**config.mk**
```make
export PLATFORM = sky130hd
export DESIGN_NAME = php_highway_port
export DESIGN_NICKNAME = d
export VERILOG_FILES = /design/src/include/php_pkg.sv /design/src/hw/php_sync.sv /design/src/hw/php_fifo.sv /design/src/hw/php_highway_port.sv
export SDC_FILE = /design/constraint.sdc
export NUM_CORES = 1
export LEC_CHECK = 0
export ABC_AREA = 1
export BUFFER_PORTS_ARGS = -buffer_cell sky130_fd_sc_hd__buf_4
export CELL_PAD_IN_SITES_DETAIL_PLACEMENT = 1
export CELL_PAD_IN_SITES_GLOBAL_PLACEMENT = 2
export CORE_MARGIN = 1
export CORE_UTILIZATION = 43
export CTS_BUF_LIST = sky130_fd_sc_hd__clkbuf_16
export CTS_CLUSTER_SIZE = 28
export DETAILED_ROUTE_END_ITERATION = 12
export GPL_ROUTABILITY_DRIVEN = 0
export PLACE_DENSITY = 0.92
export RECOVER_POWER = 100
export REMOVE_ABC_BUFFERS = 1
export SLEW_MARGIN = 20
export SYNTH_ARGS = -nofsm -noshare
export SYNTH_HDL_FRONTEND = slang
export SYNTH_SLANG_ARGS = --single-unit
```
**constraint.sdc**
```tcl
create_clock -name core_clk_in -period 7.9 [get_ports core_clk_in]
set_input_delay 0.395 -clock core_clk_in [delete_from_list [all_inputs] [get_ports core_clk_in]]
set_output_delay 0.395 -clock core_clk_in [all_outputs]
set_load 0.01 [all_outputs]
```
**src/include/php_pkg.sv**
```systemverilog
// Shared constants and types of the PCM highway port
`default_nettype none

package php_pkg;

  // ----
  // Sizes
  // ----
  localparam int NUM_CH     = 4;
  localparam int CH_W       = 2;
  localparam int WORD_W     = 16;
  localparam int ADDR_W     = 4;
  localparam int REG_W      = 16;
  localparam int BIT_CNT_W  = 10;
  localparam int SLOT_W     = 7;
  localparam int IDX_W      = 4;
  localparam int OFS_W      = 3;
  localparam int FIFO_DEPTH = 8;
  localparam int SYNC_W     = 4;

  // ----
  // Register map (word index on the plain register port)
  // ----
  localparam logic [ADDR_W-1:0] ADDR_HWY_CFG  = 4'h0;
  localparam logic [ADDR_W-1:0] ADDR_TX_SLOT0 = 4'h1;
  localparam logic [ADDR_W-1:0] ADDR_RX_SLOT0 = 4'h5;
  localparam logic [ADDR_W-1:0] ADDR_STATUS   = 4'h9;

  // highway_config_reg fields
  localparam int CFG_OFS_LSB  = 0;
  localparam int CFG_EDGE_BIT = 3;
  localparam int CFG_HALF_BIT = 4;
  localparam int CFG_LIN_BIT  = 5;

  // chan_tx_slot_reg / chan_rx_slot_reg fields
  localparam int SLOT_SEL_LSB = 0;
  localparam int SLOT_HWY_BIT = 7;
  localparam int SLOT_EN_BIT  = 8;

  // Status register fields
  localparam int STAT_SEEN_BIT  = 0;
  localparam int STAT_FRAME_BIT = 1;
  localparam int STAT_PEND_LSB  = 2;

  // Reset values
  localparam logic [REG_W-1:0] CFG_RST  = 16'h0000;
  localparam logic [REG_W-1:0] SLOT_RST = 16'h0000;

  // ----
  // Word positions and frame limits
  // ----
  localparam logic [IDX_W-1:0]     LAST_BIT_COMP = 4'h7;
  localparam logic [IDX_W-1:0]     LAST_BIT_LIN  = 4'hf;
  localparam logic [BIT_CNT_W-1:0] BIT_CNT_MAX   = 10'h3ff;
  localparam logic [BIT_CNT_W-1:0] BIT_CNT_ZERO  = 10'h000;
  localparam logic [OFS_W-1:0]     OFS_ZERO      = 3'h0;
  localparam logic [OFS_W-1:0]     OFS_ONE       = 3'h1;

  // ----
  // Types
  // ----
  typedef struct packed {
    logic [CH_W-1:0]   chan;
    logic [WORD_W-1:0] data;
  } php_sample_t;

  typedef struct packed {
    logic [OFS_W-1:0] offset;
    logic             falling;
    logic             half_rate;
    logic             linear;
  } php_cfg_t;

endpackage : php_pkg

`default_nettype wire

```
**src/hw/php_sync.sv**
```systemverilog
// Two-flop synchroniser for the link pins
`default_nettype none

module php_sync #(
  parameter int WIDTH = 1
) (
  input  wire logic             core_clk_in,
  input  wire logic             arst_n_in,
  input  wire logic [WIDTH-1:0] async_in,
  output var  logic [WIDTH-1:0] sync_out
);

  logic [WIDTH-1:0] meta_q;

  // First stage feeds only the second stage
  always_ff @(posedge core_clk_in or negedge arst_n_in) begin
    if (!arst_n_in) begin
      meta_q   <= '0;
      sync_out <= '0;
    end else begin
      meta_q   <= async_in;
      sync_out <= meta_q;
    end
  end

endmodule // php_sync

`default_nettype wire

```
**src/hw/php_fifo.sv**
```systemverilog
// Small synchronous FIFO with valid/ready on both sides
`default_nettype none

module php_fifo #(
  parameter int WIDTH = 8,
  parameter int DEPTH = 8
) (
  input  wire logic             core_clk_in,
  input  wire logic             arst_n_in,
  input  wire logic [WIDTH-1:0] wr_data_in,
  input  wire logic             wr_valid_in,
  output var  logic             wr_ready_out,
  output var  logic [WIDTH-1:0] rd_data_out,
  output var  logic             rd_valid_out,
  input  wire logic             rd_ready_in
);

  localparam int PTR_W = $clog2(DEPTH);

  logic [WIDTH-1:0] mem_q [DEPTH];
  logic [PTR_W-1:0] wr_ptr_q;
  logic [PTR_W-1:0] rd_ptr_q;
  logic [PTR_W:0]   count_q;
  logic             push;
  logic             pop;

  assign wr_ready_out = (count_q != (PTR_W+1)'(DEPTH));
  assign rd_valid_out = (count_q != '0);
  assign rd_data_out  = mem_q[rd_ptr_q];
  assign push         = wr_valid_in & wr_ready_out;
  assign pop          = rd_valid_out & rd_ready_in;

  always_ff @(posedge core_clk_in) begin
    if (push) begin
      mem_q[wr_ptr_q] <= wr_data_in;
    end
  end

  always_ff @(posedge core_clk_in or negedge arst_n_in) begin
    if (!arst_n_in) begin
      wr_ptr_q <= '0;
      rd_ptr_q <= '0;
      count_q  <= '0;
    end else begin
      if (push) begin
        wr_ptr_q <= (wr_ptr_q == PTR_W'(DEPTH - 1)) ? '0 : wr_ptr_q + PTR_W'(1);
      end
      if (pop) begin
        rd_ptr_q <= (rd_ptr_q == PTR_W'(DEPTH - 1)) ? '0 : rd_ptr_q + PTR_W'(1);
      end
      if (push && !pop) begin
        count_q <= count_q + (PTR_W+1)'(1);
      end else if (pop && !push) begin
        count_q <= count_q - (PTR_W+1)'(1);
      end
    end
  end

endmodule // php_fifo

`default_nettype wire

```
**src/hw/php_highway_port.sv**
```systemverilog
// PCM highway port: four channels on two transmit and two receive highways
`default_nettype none

module php_highway_port (
  input  wire logic                         core_clk_in,
  input  wire logic                         arst_n_in,
  input  wire logic [php_pkg::ADDR_W-1:0]   reg_addr_in,
  input  wire logic [php_pkg::REG_W-1:0]    reg_wdata_in,
  input  wire logic                         reg_wr_in,
  input  wire logic                         reg_rd_in,
  output var  logic [php_pkg::REG_W-1:0]    reg_rdata_out,
  input  wire php_pkg::php_sample_t         tx_sample_in,
  input  wire logic                         tx_valid_in,
  output var  logic                         tx_ready_out,
  output var  php_pkg::php_sample_t         rx_sample_out,
  output var  logic                         rx_valid_out,
  input  wire logic                         bit_clock_in,
  input  wire logic                         frame_sync_in,
  input  wire logic                         rx_highway_one_in,
  input  wire logic                         rx_highway_two_in,
  output var  logic                         tx_highway_one_out,
  output var  logic                         tx_highway_one_oe_out,
  output var  logic                         tx_highway_two_out,
  output var  logic                         tx_highway_two_oe_out,
  output var  logic                         tx_active_one_n_out,
  output var  logic                         tx_active_one_n_oe_out,
  output var  logic                         tx_active_two_n_out,
  output var  logic                         tx_active_two_n_oe_out
);

  import php_pkg::*;

  // ----
  // Helpers
  // ----
  function automatic php_cfg_t cfg_decode(input logic [REG_W-1:0] r);
    php_cfg_t c;
    c.offset    = r[CFG_OFS_LSB +: OFS_W];
    c.falling   = r[CFG_EDGE_BIT];
    c.half_rate = r[CFG_HALF_BIT];
    c.linear    = r[CFG_LIN_BIT];
    return c;
  endfunction

  // Linear words take slot pair 2n and 2n+1
  function automatic logic slot_hit(input logic [REG_W-1:0]     sreg,
                                    input logic [BIT_CNT_W-1:0] cnt,
                                    input logic                 lin);
    logic [SLOT_W-1:0] sel;
    sel = sreg[SLOT_SEL_LSB +: SLOT_W];
    if (lin) begin
      return sreg[SLOT_EN_BIT] && (cnt[BIT_CNT_W-1:4] == sel[SLOT_W-2:0]) && !sel[SLOT_W-1];
    end
    return sreg[SLOT_EN_BIT] && (cnt[BIT_CNT_W-1:3] == sel);
  endfunction

  function automatic logic [IDX_W-1:0] word_idx(input logic [BIT_CNT_W-1:0] cnt,
                                                input logic                 lin);
    return lin ? cnt[IDX_W-1:0] : {1'b0, cnt[2:0]};
  endfunction

  function automatic logic [IDX_W-1:0] last_idx(input logic lin);
    return lin ? LAST_BIT_LIN : LAST_BIT_COMP;
  endfunction

  // ----
  // Pin synchronisation and edge detection
  // ----
  logic [SYNC_W-1:0] pins_s;
  logic              bclk_s;
  logic              fs_s;
  logic              rx_one_s;
  logic              rx_two_s;
  logic              bclk_prev_q;
  logic              rise;
  logic              fall;
  logic              launch_edge;
  logic              sample_edge;

  php_sync #(
    .WIDTH (SYNC_W)
  ) u_sync (
    .core_clk_in (core_clk_in),
    .arst_n_in   (arst_n_in),
    .async_in    ({bit_clock_in, frame_sync_in, rx_highway_one_in, rx_highway_two_in}),
    .sync_out    (pins_s)
  );

  assign {bclk_s, fs_s, rx_one_s, rx_two_s} = pins_s;

  // ----
  // Registers
  // ----
  logic [REG_W-1:0]  cfg_q;
  logic [REG_W-1:0]  tx_slot_q [NUM_CH];
  logic [REG_W-1:0]  rx_slot_q [NUM_CH];
  php_cfg_t          cfg;
  logic              frame_seen_q;
  logic              in_frame_q;
  logic [NUM_CH-1:0] tx_pend_q;
  logic [REG_W-1:0]  rdata_d;

  assign cfg = cfg_decode(cfg_q);

  always_ff @(posedge core_clk_in or negedge arst_n_in) begin
    if (!arst_n_in) begin
      cfg_q <= CFG_RST;
      for (int i = 0; i < NUM_CH; i++) begin
        tx_slot_q[i] <= SLOT_RST;
        rx_slot_q[i] <= SLOT_RST;
      end
    end else if (reg_wr_in) begin
      if (reg_addr_in == ADDR_HWY_CFG) begin
        cfg_q <= reg_wdata_in;
      end
      for (int i = 0; i < NUM_CH; i++) begin
        if (reg_addr_in == ADDR_TX_SLOT0 + ADDR_W'(i)) begin
          tx_slot_q[i] <= reg_wdata_in;
        end
        if (reg_addr_in == ADDR_RX_SLOT0 + ADDR_W'(i)) begin
          rx_slot_q[i] <= reg_wdata_in;
        end
      end
    end
  end

  always_comb begin
    rdata_d = '0;
    if (reg_addr_in == ADDR_HWY_CFG) begin
      rdata_d = cfg_q;
    end else if (reg_addr_in == ADDR_STATUS) begin
      rdata_d[STAT_SEEN_BIT]              = frame_seen_q;
      rdata_d[STAT_FRAME_BIT]             = in_frame_q;
      rdata_d[STAT_PEND_LSB +: NUM_CH]    = tx_pend_q;
    end
    for (int i = 0; i < NUM_CH; i++) begin
      if (reg_addr_in == ADDR_TX_SLOT0 + ADDR_W'(i)) begin
        rdata_d = tx_slot_q[i];
      end
      if (reg_addr_in == ADDR_RX_SLOT0 + ADDR_W'(i)) begin
        rdata_d = rx_slot_q[i];
      end
    end
  end

  // Data stand for one cycle only; unmapped reads return zero
  always_ff @(posedge core_clk_in or negedge arst_n_in) begin
    if (!arst_n_in) begin
      reg_rdata_out <= '0;
    end else begin
      reg_rdata_out <= reg_rd_in ? rdata_d : '0;
    end
  end

  // ----
  // Bit timing
  // ----
  logic                 fs_at_edge_q;
  logic                 phase_q;
  logic                 fs_rise;
  logic                 bit_tick;
  logic [OFS_W-1:0]     delay_q;
  logic [BIT_CNT_W-1:0] bit_cnt_q;
  logic                 active;
  logic                 out_upd_q;
  logic                 rx_pend_q;

  // Bit clock is only sampled, so it must stay well below core_clk / 4
  assign rise        = bclk_s & ~bclk_prev_q;
  assign fall        = ~bclk_s & bclk_prev_q;
  assign launch_edge = cfg.falling ? fall : rise;
  assign sample_edge = cfg.falling ? rise : fall;
  assign fs_rise     = launch_edge & fs_s & ~fs_at_edge_q;
  assign bit_tick    = launch_edge & (fs_rise | ~cfg.half_rate | ~phase_q);
  assign active      = in_frame_q & (delay_q == OFS_ZERO);

  always_ff @(posedge core_clk_in or negedge arst_n_in) begin
    if (!arst_n_in) begin
      bclk_prev_q  <= 1'b0;
      fs_at_edge_q <= 1'b0;
      phase_q      <= 1'b0;
    end else begin
      bclk_prev_q <= bclk_s;
      if (launch_edge) begin
        fs_at_edge_q <= fs_s;
        phase_q      <= fs_rise ? 1'b1 : ~phase_q;
      end
    end
  end

  always_ff @(posedge core_clk_in or negedge arst_n_in) begin
    if (!arst_n_in) begin
      in_frame_q <= 1'b0;
      delay_q    <= OFS_ZERO;
      bit_cnt_q  <= BIT_CNT_ZERO;
    end else if (bit_tick) begin
      if (fs_rise) begin
        in_frame_q <= 1'b1;
        delay_q    <= cfg.offset;
        bit_cnt_q  <= BIT_CNT_ZERO;
      end else if (in_frame_q) begin
        if (delay_q != OFS_ZERO) begin
          delay_q <= delay_q - OFS_ONE;
        end else if (bit_cnt_q == BIT_CNT_MAX) begin
          in_frame_q <= 1'b0;
        end else begin
          bit_cnt_q <= bit_cnt_q + BIT_CNT_W'(1);
        end
      end
    end
  end

  always_ff @(posedge core_clk_in or negedge arst_n_in) begin
    if (!arst_n_in) begin
      frame_seen_q <= 1'b0;
    end else if (bit_tick && fs_rise) begin
      frame_seen_q <= 1'b1;
    end
  end

  always_ff @(posedge core_clk_in or negedge arst_n_in) begin
    if (!arst_n_in) begin
      out_upd_q <= 1'b0;
      rx_pend_q <= 1'b0;
    end else begin
      out_upd_q <= bit_tick;
      if (bit_tick) begin
        rx_pend_q <= 1'b1;
      end else if (sample_edge) begin
        rx_pend_q <= 1'b0;
      end
    end
  end

  // ----
  // Transmit sample buffer
  // ----
  php_sample_t       head;
  logic              head_valid;
  logic              head_pop;
  logic [WORD_W-1:0] tx_next_q [NUM_CH];
  logic [WORD_W-1:0] tx_cur_q  [NUM_CH];

  // A channel takes one new word per frame; the buffer stalls meanwhile
  assign head_pop = head_valid & ~tx_pend_q[head.chan];

  php_fifo #(
    .WIDTH ($bits(php_sample_t)),
    .DEPTH (FIFO_DEPTH)
  ) u_fifo (
    .core_clk_in  (core_clk_in),
    .arst_n_in    (arst_n_in),
    .wr_data_in   (tx_sample_in),
    .wr_valid_in  (tx_valid_in),
    .wr_ready_out (tx_ready_out),
    .rd_data_out  (head),
    .rd_valid_out (head_valid),
    .rd_ready_in  (head_pop)
  );

  // Word is repeated when software supplies none for a frame
  always_ff @(posedge core_clk_in or negedge arst_n_in) begin
    if (!arst_n_in) begin
      tx_pend_q <= '0;
      for (int i = 0; i < NUM_CH; i++) begin
        tx_next_q[i] <= '0;
        tx_cur_q[i]  <= '0;
      end
    end else begin
      for (int i = 0; i < NUM_CH; i++) begin
        if (bit_tick && fs_rise && tx_pend_q[i]) begin
          tx_cur_q[i]  <= tx_next_q[i];
          tx_pend_q[i] <= 1'b0;
        end
      end
      if (head_pop) begin
        tx_next_q[head.chan] <= head.data;
        tx_pend_q[head.chan] <= 1'b1;
      end
    end
  end

  // ----
  // Transmit highways
  // ----
  logic             tx_found;
  logic             tx_hwy_two;
  logic             tx_bit;
  logic [IDX_W-1:0] idx;

  assign idx = word_idx(bit_cnt_q, cfg.linear);

  // Lowest channel wins if software overlaps slots
  always_comb begin
    tx_found   = 1'b0;
    tx_hwy_two = 1'b0;
    tx_bit     = 1'b0;
    for (int i = NUM_CH - 1; i >= 0; i--) begin
      if (active && slot_hit(tx_slot_q[i], bit_cnt_q, cfg.linear)) begin
        tx_found   = 1'b1;
        tx_hwy_two = tx_slot_q[i][SLOT_HWY_BIT];
        tx_bit     = tx_cur_q[i][last_idx(cfg.linear) - idx];
      end
    end
  end

  always_ff @(posedge core_clk_in or negedge arst_n_in) begin
    if (!arst_n_in) begin
      tx_highway_one_out    <= 1'b0;
      tx_highway_two_out    <= 1'b0;
      tx_highway_one_oe_out <= 1'b0;
      tx_highway_two_oe_out <= 1'b0;
    end else if (out_upd_q) begin
      tx_highway_one_out    <= tx_bit;
      tx_highway_two_out    <= tx_bit;
      tx_highway_one_oe_out <= frame_seen_q & tx_found & ~tx_hwy_two;
      tx_highway_two_oe_out <= frame_seen_q & tx_found & tx_hwy_two;
    end
  end

  // Open-drain indicators pull low exactly while their highway drives
  assign tx_active_one_n_out    = 1'b0;
  assign tx_active_two_n_out    = 1'b0;
  assign tx_active_one_n_oe_out = tx_highway_one_oe_out;
  assign tx_active_two_n_oe_out = tx_highway_two_oe_out;

  // ----
  // Receive highways
  // ----
  logic              rx_smp;
  logic [WORD_W-1:0] rx_shift_q [NUM_CH];
  logic              rx_done;
  php_sample_t       rx_word;

  // Sampled on the edge opposite to launch, inside the same bit period
  assign rx_smp = sample_edge & rx_pend_q & active;

  always_comb begin
    rx_done = 1'b0;
    rx_word = '0;
    for (int i = NUM_CH - 1; i >= 0; i--) begin
      if (rx_smp && slot_hit(rx_slot_q[i], bit_cnt_q, cfg.linear) &&
          idx == last_idx(cfg.linear)) begin
        rx_done      = 1'b1;
        rx_word.chan = CH_W'(i);
        rx_word.data = {rx_shift_q[i][WORD_W-2:0],
                        rx_slot_q[i][SLOT_HWY_BIT] ? rx_two_s : rx_one_s};
        if (!cfg.linear) begin
          rx_word.data[WORD_W-1:8] = '0;
        end
      end
    end
  end

  always_ff @(posedge core_clk_in or negedge arst_n_in) begin
    if (!arst_n_in) begin
      for (int i = 0; i < NUM_CH; i++) begin
        rx_shift_q[i] <= '0;
      end
    end else if (rx_smp) begin
      for (int i = 0; i < NUM_CH; i++) begin
        if (slot_hit(rx_slot_q[i], bit_cnt_q, cfg.linear)) begin
          rx_shift_q[i] <= {rx_shift_q[i][WORD_W-2:0],
                            rx_slot_q[i][SLOT_HWY_BIT] ? rx_two_s : rx_one_s};
        end
      end
    end
  end

  always_ff @(posedge core_clk_in or negedge arst_n_in) begin
    if (!arst_n_in) begin
      rx_valid_out  <= 1'b0;
      rx_sample_out <= '0;
    end else begin
      rx_valid_out <= rx_done;
      if (rx_done) begin
        rx_sample_out <= rx_word;
      end
    end
  end

endmodule // php_highway_port

`default_nettype wire

```
# After elaboration in Yosys (flattened, before gate mapping)
# Memory sizes are Yosys's and may differ from the RTL's.
# Cells that the tools add are included.
totals:
  ram_bits: 144
  in_bits: 47
  wordCells: 301
  reg_bits: 412
  mem_count: 1
  output_inout_bits: 44
op_classes:
  n_addsub: 7
  bitwise: 25
  n_mux: 110
  n_eq_ne: 32
  order_cmp: 5
  n_reduce_logical: 78
mem_list:
  columns: ["name", "depth", "word_bits", "read_ports", "rd_clocked_by_memory_dff", "write_ports", "line_no", "source"]
  rows:
  - ["u_fifo.mem_q", 8, 18, 1, 0, 1, "php_fifo.sv:20", "logic [WIDTH-1:0] mem_q [DEPTH];"]
ops:
  columns: ["cell", "n"]
  rows:
  - ["16-bit two-way mux", 10]
  - ["18-bit two-way mux", 4]
  - ["1-bit two-way mux", 67]
  - ["64-bit bitwise mux", 1]
  - ["7-bit equality test", 8]
  - ["10-bit two-way mux", 5]
  - ["6-bit equality test", 8]
  - ["1-bit logical AND", 45]
  - ["16-bit demux with 2-bit select", 1]
  - ["8-bit two-way mux", 4]
  - ["2-bit AND reduction", 13]
  - ["4-bit two-way mux", 5]
  - ["1-bit binary-select mux with 4-bit select", 4]
  - ["4-bit by 3-bit equality test with 1-bit output, second input constant", 4]
  - ["3-bit two-way mux", 5]
  - ["1-bit AND", 14]
  - ["6-bit two-way mux", 2]
  - ["10-bit by 1-bit adder with 10-bit output, second input constant", 1]
  - ["10-bit equality test, second input constant", 1]
  - ["1-bit zero test", 10]
  - ["4-bit by 2-bit equality test with 1-bit output, second input constant", 2]
  - ["4-bit equality test, second input constant", 2]
  - ["2-bit nonzero test", 4]
  - ["1-bit inverter", 7]
  - ["other kinds (26)", 30]

# Depth between registers and ports, before layout
depth:
  depth_word: 13
  ltp_mapped: 22
  ltp_nobuf: 21

# Cells and area by module
# Synthesis repeated with hierarchy kept, for this count alone.
unflattened:
  cells_unflattened: 2858
  area_unflattened_um2: 25575.8
modules_own_cells:
  columns: ["mod", "n_inst", "cells_each", "area_each_um2", "seq_area_each_um2"]
  rows:
  - ["php_highway_port", 1, 2284, 18925.7, 9859.5]
  - ["php_fifo", 1, 566, 6449.9, 4574.4]
  - ["php_sync", 1, 8, 200.2, 200.2]

# Least setup slack after synthesis
# OpenSTA, ideal clock, no wires.
synth_timing:
  path_type: "register to register"
  from: "register u_fifo.rd_ptr_q[0]"
  to: "register u_fifo.count_q[3]"
  required_time_ps: 7775
  path_stages_with_launch: 21
  arrival_time_ps: 2794
  setup_ps: 125
  n_path_buf: 1
  setup_slack_ps: 4981
  synth_period_minus_slack_ps: 2919
  cell_sequence: "dfrtp_1 > buf_4 > nand2_1 > o211ai_1 > nand2_1 > inv_2 > o21ai_2 > nor2_2 > nand2_1 > nand2_1 > a21oi_4 > nand2_1 > ha_1 > inv_1 > ha_1 > a21o_1 > a21oi_1 > nand2_1 > nand2_1 > nor2_1 > xor2_1"
synth_via:
  elab_chain_cells: 9
  word_cells_on_any_way: 11
  cone_classes: "mux: 3; bitwise: 3; reduce/logical: 4; memory: 1"
synth_rtl:
  columns: ["element", "line_no", "source"]
  rows:
  - ["start, declared", "php_fifo.sv:22", "logic [PTR_W-1:0] rd_ptr_q;"]
  - ["start signal, assigned", "php_fifo.sv:49", "rd_ptr_q <= (rd_ptr_q == PTR_W'(DEPTH - 1)) ? '0 : rd_ptr_q + PTR_W'(1);"]
  - ["memory read 8 x 18 bit *", null, null]
  - ["1-bit binary-select mux with 2-bit select *", "php_highway_port.sv:245", "assign head_pop = head_valid & ~tx_pend_q[head.chan];"]
  - ["1-bit two-way mux (implied by the code) *", "php_highway_port.sv:245", null]
  - ["1-bit inverter *", "php_highway_port.sv:245", null]
  - ["1-bit AND *", "php_highway_port.sv:245", null]
  - ["1-bit AND *", "php_fifo.sv:31", "assign pop = rd_valid_out & rd_ready_in;"]
  - ["1-bit zero test", "php_fifo.sv:51", "if (push && !pop) begin"]
  - ["1-bit logical AND", "php_fifo.sv:51", null]
  - ["4-bit two-way mux / 2-bit nonzero test (equally long branches)", null, null]
  - ["end signal, assigned", "php_fifo.sv:52", "count_q <= count_q + (PTR_W+1)'(1);"]
  - ["end signal, assigned", "php_fifo.sv:54", "count_q <= count_q - (PTR_W+1)'(1);"]
  - ["end, declared", "php_fifo.sv:23", "logic [PTR_W:0] count_q;"]
# Mark *: on every way between the ends. The rest lies on a longest branch, timed or not. The select of a mux whose other input is x is not followed.
# A chain may end at the register's enable or synchronous reset.

# Final worst setup path
# Ends and elaborated chain as after synthesis.

==> out/metrics.yaml <==
status: "complete, but fails checks"
violations: "max-capacitance violations, max-slew violations"
post_cts_buffers: 0
ir_worst_vdd_v: 0.000243
fin_setup_tns_ns: 0
path_class: "reg -> reg"
path_buf_inv: 5
fin_total_pwr_mw: 9.20
skew_ns: 0.0183
synth.area.top_cells: "dfrtp_1, edfxtp_1, nand2_1"
ys_seq_elements: 556
async_reset_ff_share_pct: 74.1
track_usage_pct: 24.9
tightest_slew_ns: 4.16
r2r_slack_ns: 2.84
rsz0062_at_grt: "false"
critPathRequiredTime_ns: 8.45
antenna_cells: 0
yosys-top-cells-count: "nand2_1, dfrtp_1, o21ai_0, nor2_1, inv_1"
yosysTopAreaCellShare_pct: 41.0
crit_cells: 18
fin_nets: 2888
dieArea_um2: 59500
stdcell_count: 3645
htreeDepth: 2
hold_viol_final: 0
worstHoldPathType: "in -> reg"
netlist_instances: 2761
clock_path_buffers: 3
slowest_stage: "clkinv_2"
insertion_delay_ns: 0.64
worstPathArrival_ns: 5.60
fin_crit_ns: 5.06
yosysSeqAreaShare_pct: 58.2
ys.flop_type: "dfrtp_1"
max_stage_delay_ns: 0.95
num-fill-cells: 6678
synth_area_per_cell_um2: 9.11
rows: 88
clock.fmax_ghz: 0.198
r2r_cells: 18
ys_types: 50
avgViaCountPerCell: 5.45
grt_max_degree: 117
final_util_pct: 48.6
power.leakage_nw: 12.8
maxCapViolations: 5
clk_pin_slew_worst_paths_ns: 0.06
yosysTopAreaCell: "dfrtp_1"
postPlaceCellArea_um2: 26400
area_growth_syn_to_layout_pct: 11.6
antenna_found_initial: 1
powerDensity_nw_per_um2: 327
cts_buffers: 60
dr.pass1.iters: 5
cts_tree: "yes"
min_period_over_period_pct: 64.0
grt_pass1_vias: 21225
clock_sinks: 556
numPlacedInstances: 3510
drc: 0
die_w_um: 244
die_h_um: 244
slew_headroom_pct: -177
startpoint_type: "flip-flop"
clockRootBuffer: "clkbuf_16"
start_util_pct: 43.5
drtAntennaViolNets: 0
dpl.hpwl_um: 47600
synth.most_common_cell: "nand2_1"
setup_violations: 0
overflow: 0
routed_wl_um: 72900
netlist_area_um2: 25200
vias: 19858
portBuffers: 88
synth_edf_count: 144
fp.coreArea_um2: 57800
dr.first_iter.drc_count: 1339
hold_depth: 3
setup.worst_path.end_class: "flip-flop"
wl_per_cell_um: 20.0
crit_chain: "buf_4, clkinv_2, o21ai_0, nand2_1, inv_1, o21ai_0, inv_1, nor2_1, a21oi_1, nand2_1, ha_1, inv_1, ha_1, a21o_1, a21oi_1, nor2_1, nor2_1, xor2_1"
io_pins: 91
grt_pass1_wl_um: 117000
drive_gt1_share_pct: 6.84
path_max_fanout: 76
yosys_warnings: 0
drv_slew: 306
fin_area_um2: 28100
crit_family: "buffers and inverters"
tightest hold or removal path, stage by stage:
cell and delay, ns:
buf_4 0.18, o21ai_0 0.09, a31oi_1 0.04
sequential cells by signal (all words and copies together) (netlist names), 18 cells and up:
| name | flops |
|---|---|
| rx_sample_out | 18 |
| rx_shift_q | 60 |
| rx_slot_q | 64 |
| tx_cur_q | 64 |
| tx_next_q | 64 |
| tx_slot_q | 64 |
| u_fifo.mem_q | 144 |
timing repair:
item,4_1_cts,5_1_grt
endpoints found under the setup margin,0,0
resized for setup,0,0
hold endpoints to repair,256,0
hold buffers,23,0
where the power goes:
part | total [mW] | internal [mW] | switching, mW
clock | 2.71 | 1.55 | 1.17
sequential | 4.02 | 3.62 | 0.399
combinational | 2.46 | 0.816 | 1.64
logic make-up after synthesis:
kind of cell | Yosys count | share of synthesized area, %
flip-flops | 556 | 58.2
buffers and inverters | 331 | 5.54
AO/OA/AOI/OAI | 553 | 11.9
other | 1 | 0.0149
adder cells (fa/ha/maj) | 11 | 0.577
XOR/XNOR | 34 | 1.18
multiplexers | 74 | 3.23
AND/OR/NAND/NOR | 1201 | 19.4
per-stage QoR:
stage	hold slack, ns	setup WS [ns]
floorplan	0.0994	3.48
global placement	0.339	3.71
detailed placement	0.341	3.37
CTS	0.0958	3.37
global route	0.134	1.95
finish	0.115	2.84
final timing paths:
path                                     from                 end
setup / recovery           u_fifo.rd_ptr_q[0]   u_fifo.count_q[3]
hold / removal                      reg_rd_in   reg_rdata_out[15]
setup reg to reg           u_fifo.rd_ptr_q[0]   u_fifo.count_q[3]
hold reg to reg              u_sync.meta_q[3]  u_sync.sync_out[3]
max in group asynchronous           arst_n_in       tx_next_q[53]
min in group asynchronous           arst_n_in   reg_rdata_out[14]
cells in the final DEF, fill, tap and decap left out, types with 20 or more instances in the layout:
master	Yosys	final
nor2_1	230	231
nand3_1	113	118
nor3_1	22	22
o21ai_0	320	385
dlygate4sd3_1	0	23
clkbuf_1	86	76
a21oi_1	56	57
mux2_2	47	47
dfrtp_1	412	411
o211ai_1	20	20
o22ai_1	41	41
nand2_1	786	788
clkbuf_16	0	61
buf_4	12	35
inv_1	172	201
edfxtp_1	144	144
final cells by class:
type                    instances  area (µm²)  area share, %
well taps                     765         957           3.41
clock buffers                  61        1530           5.44
clock inverters                51         347           1.23
multi-input cells            1875        9050           32.2
inverters                     197         742           2.64
repair buffers                140         828           2.95
flip-flops and latches        556       14600           52.1
routing by layer:
layer  global-route usage [%]  vias up  part of all wire (%)
li1                         -     9283                     -
met1                     31.3    10072                    43
met2                     44.2      368                    51
met3                     2.75      133                   3.7
met4                     8.73        2                   2.7
met5                        0        -                 0.012
Power figures use the tool's default switching activity.
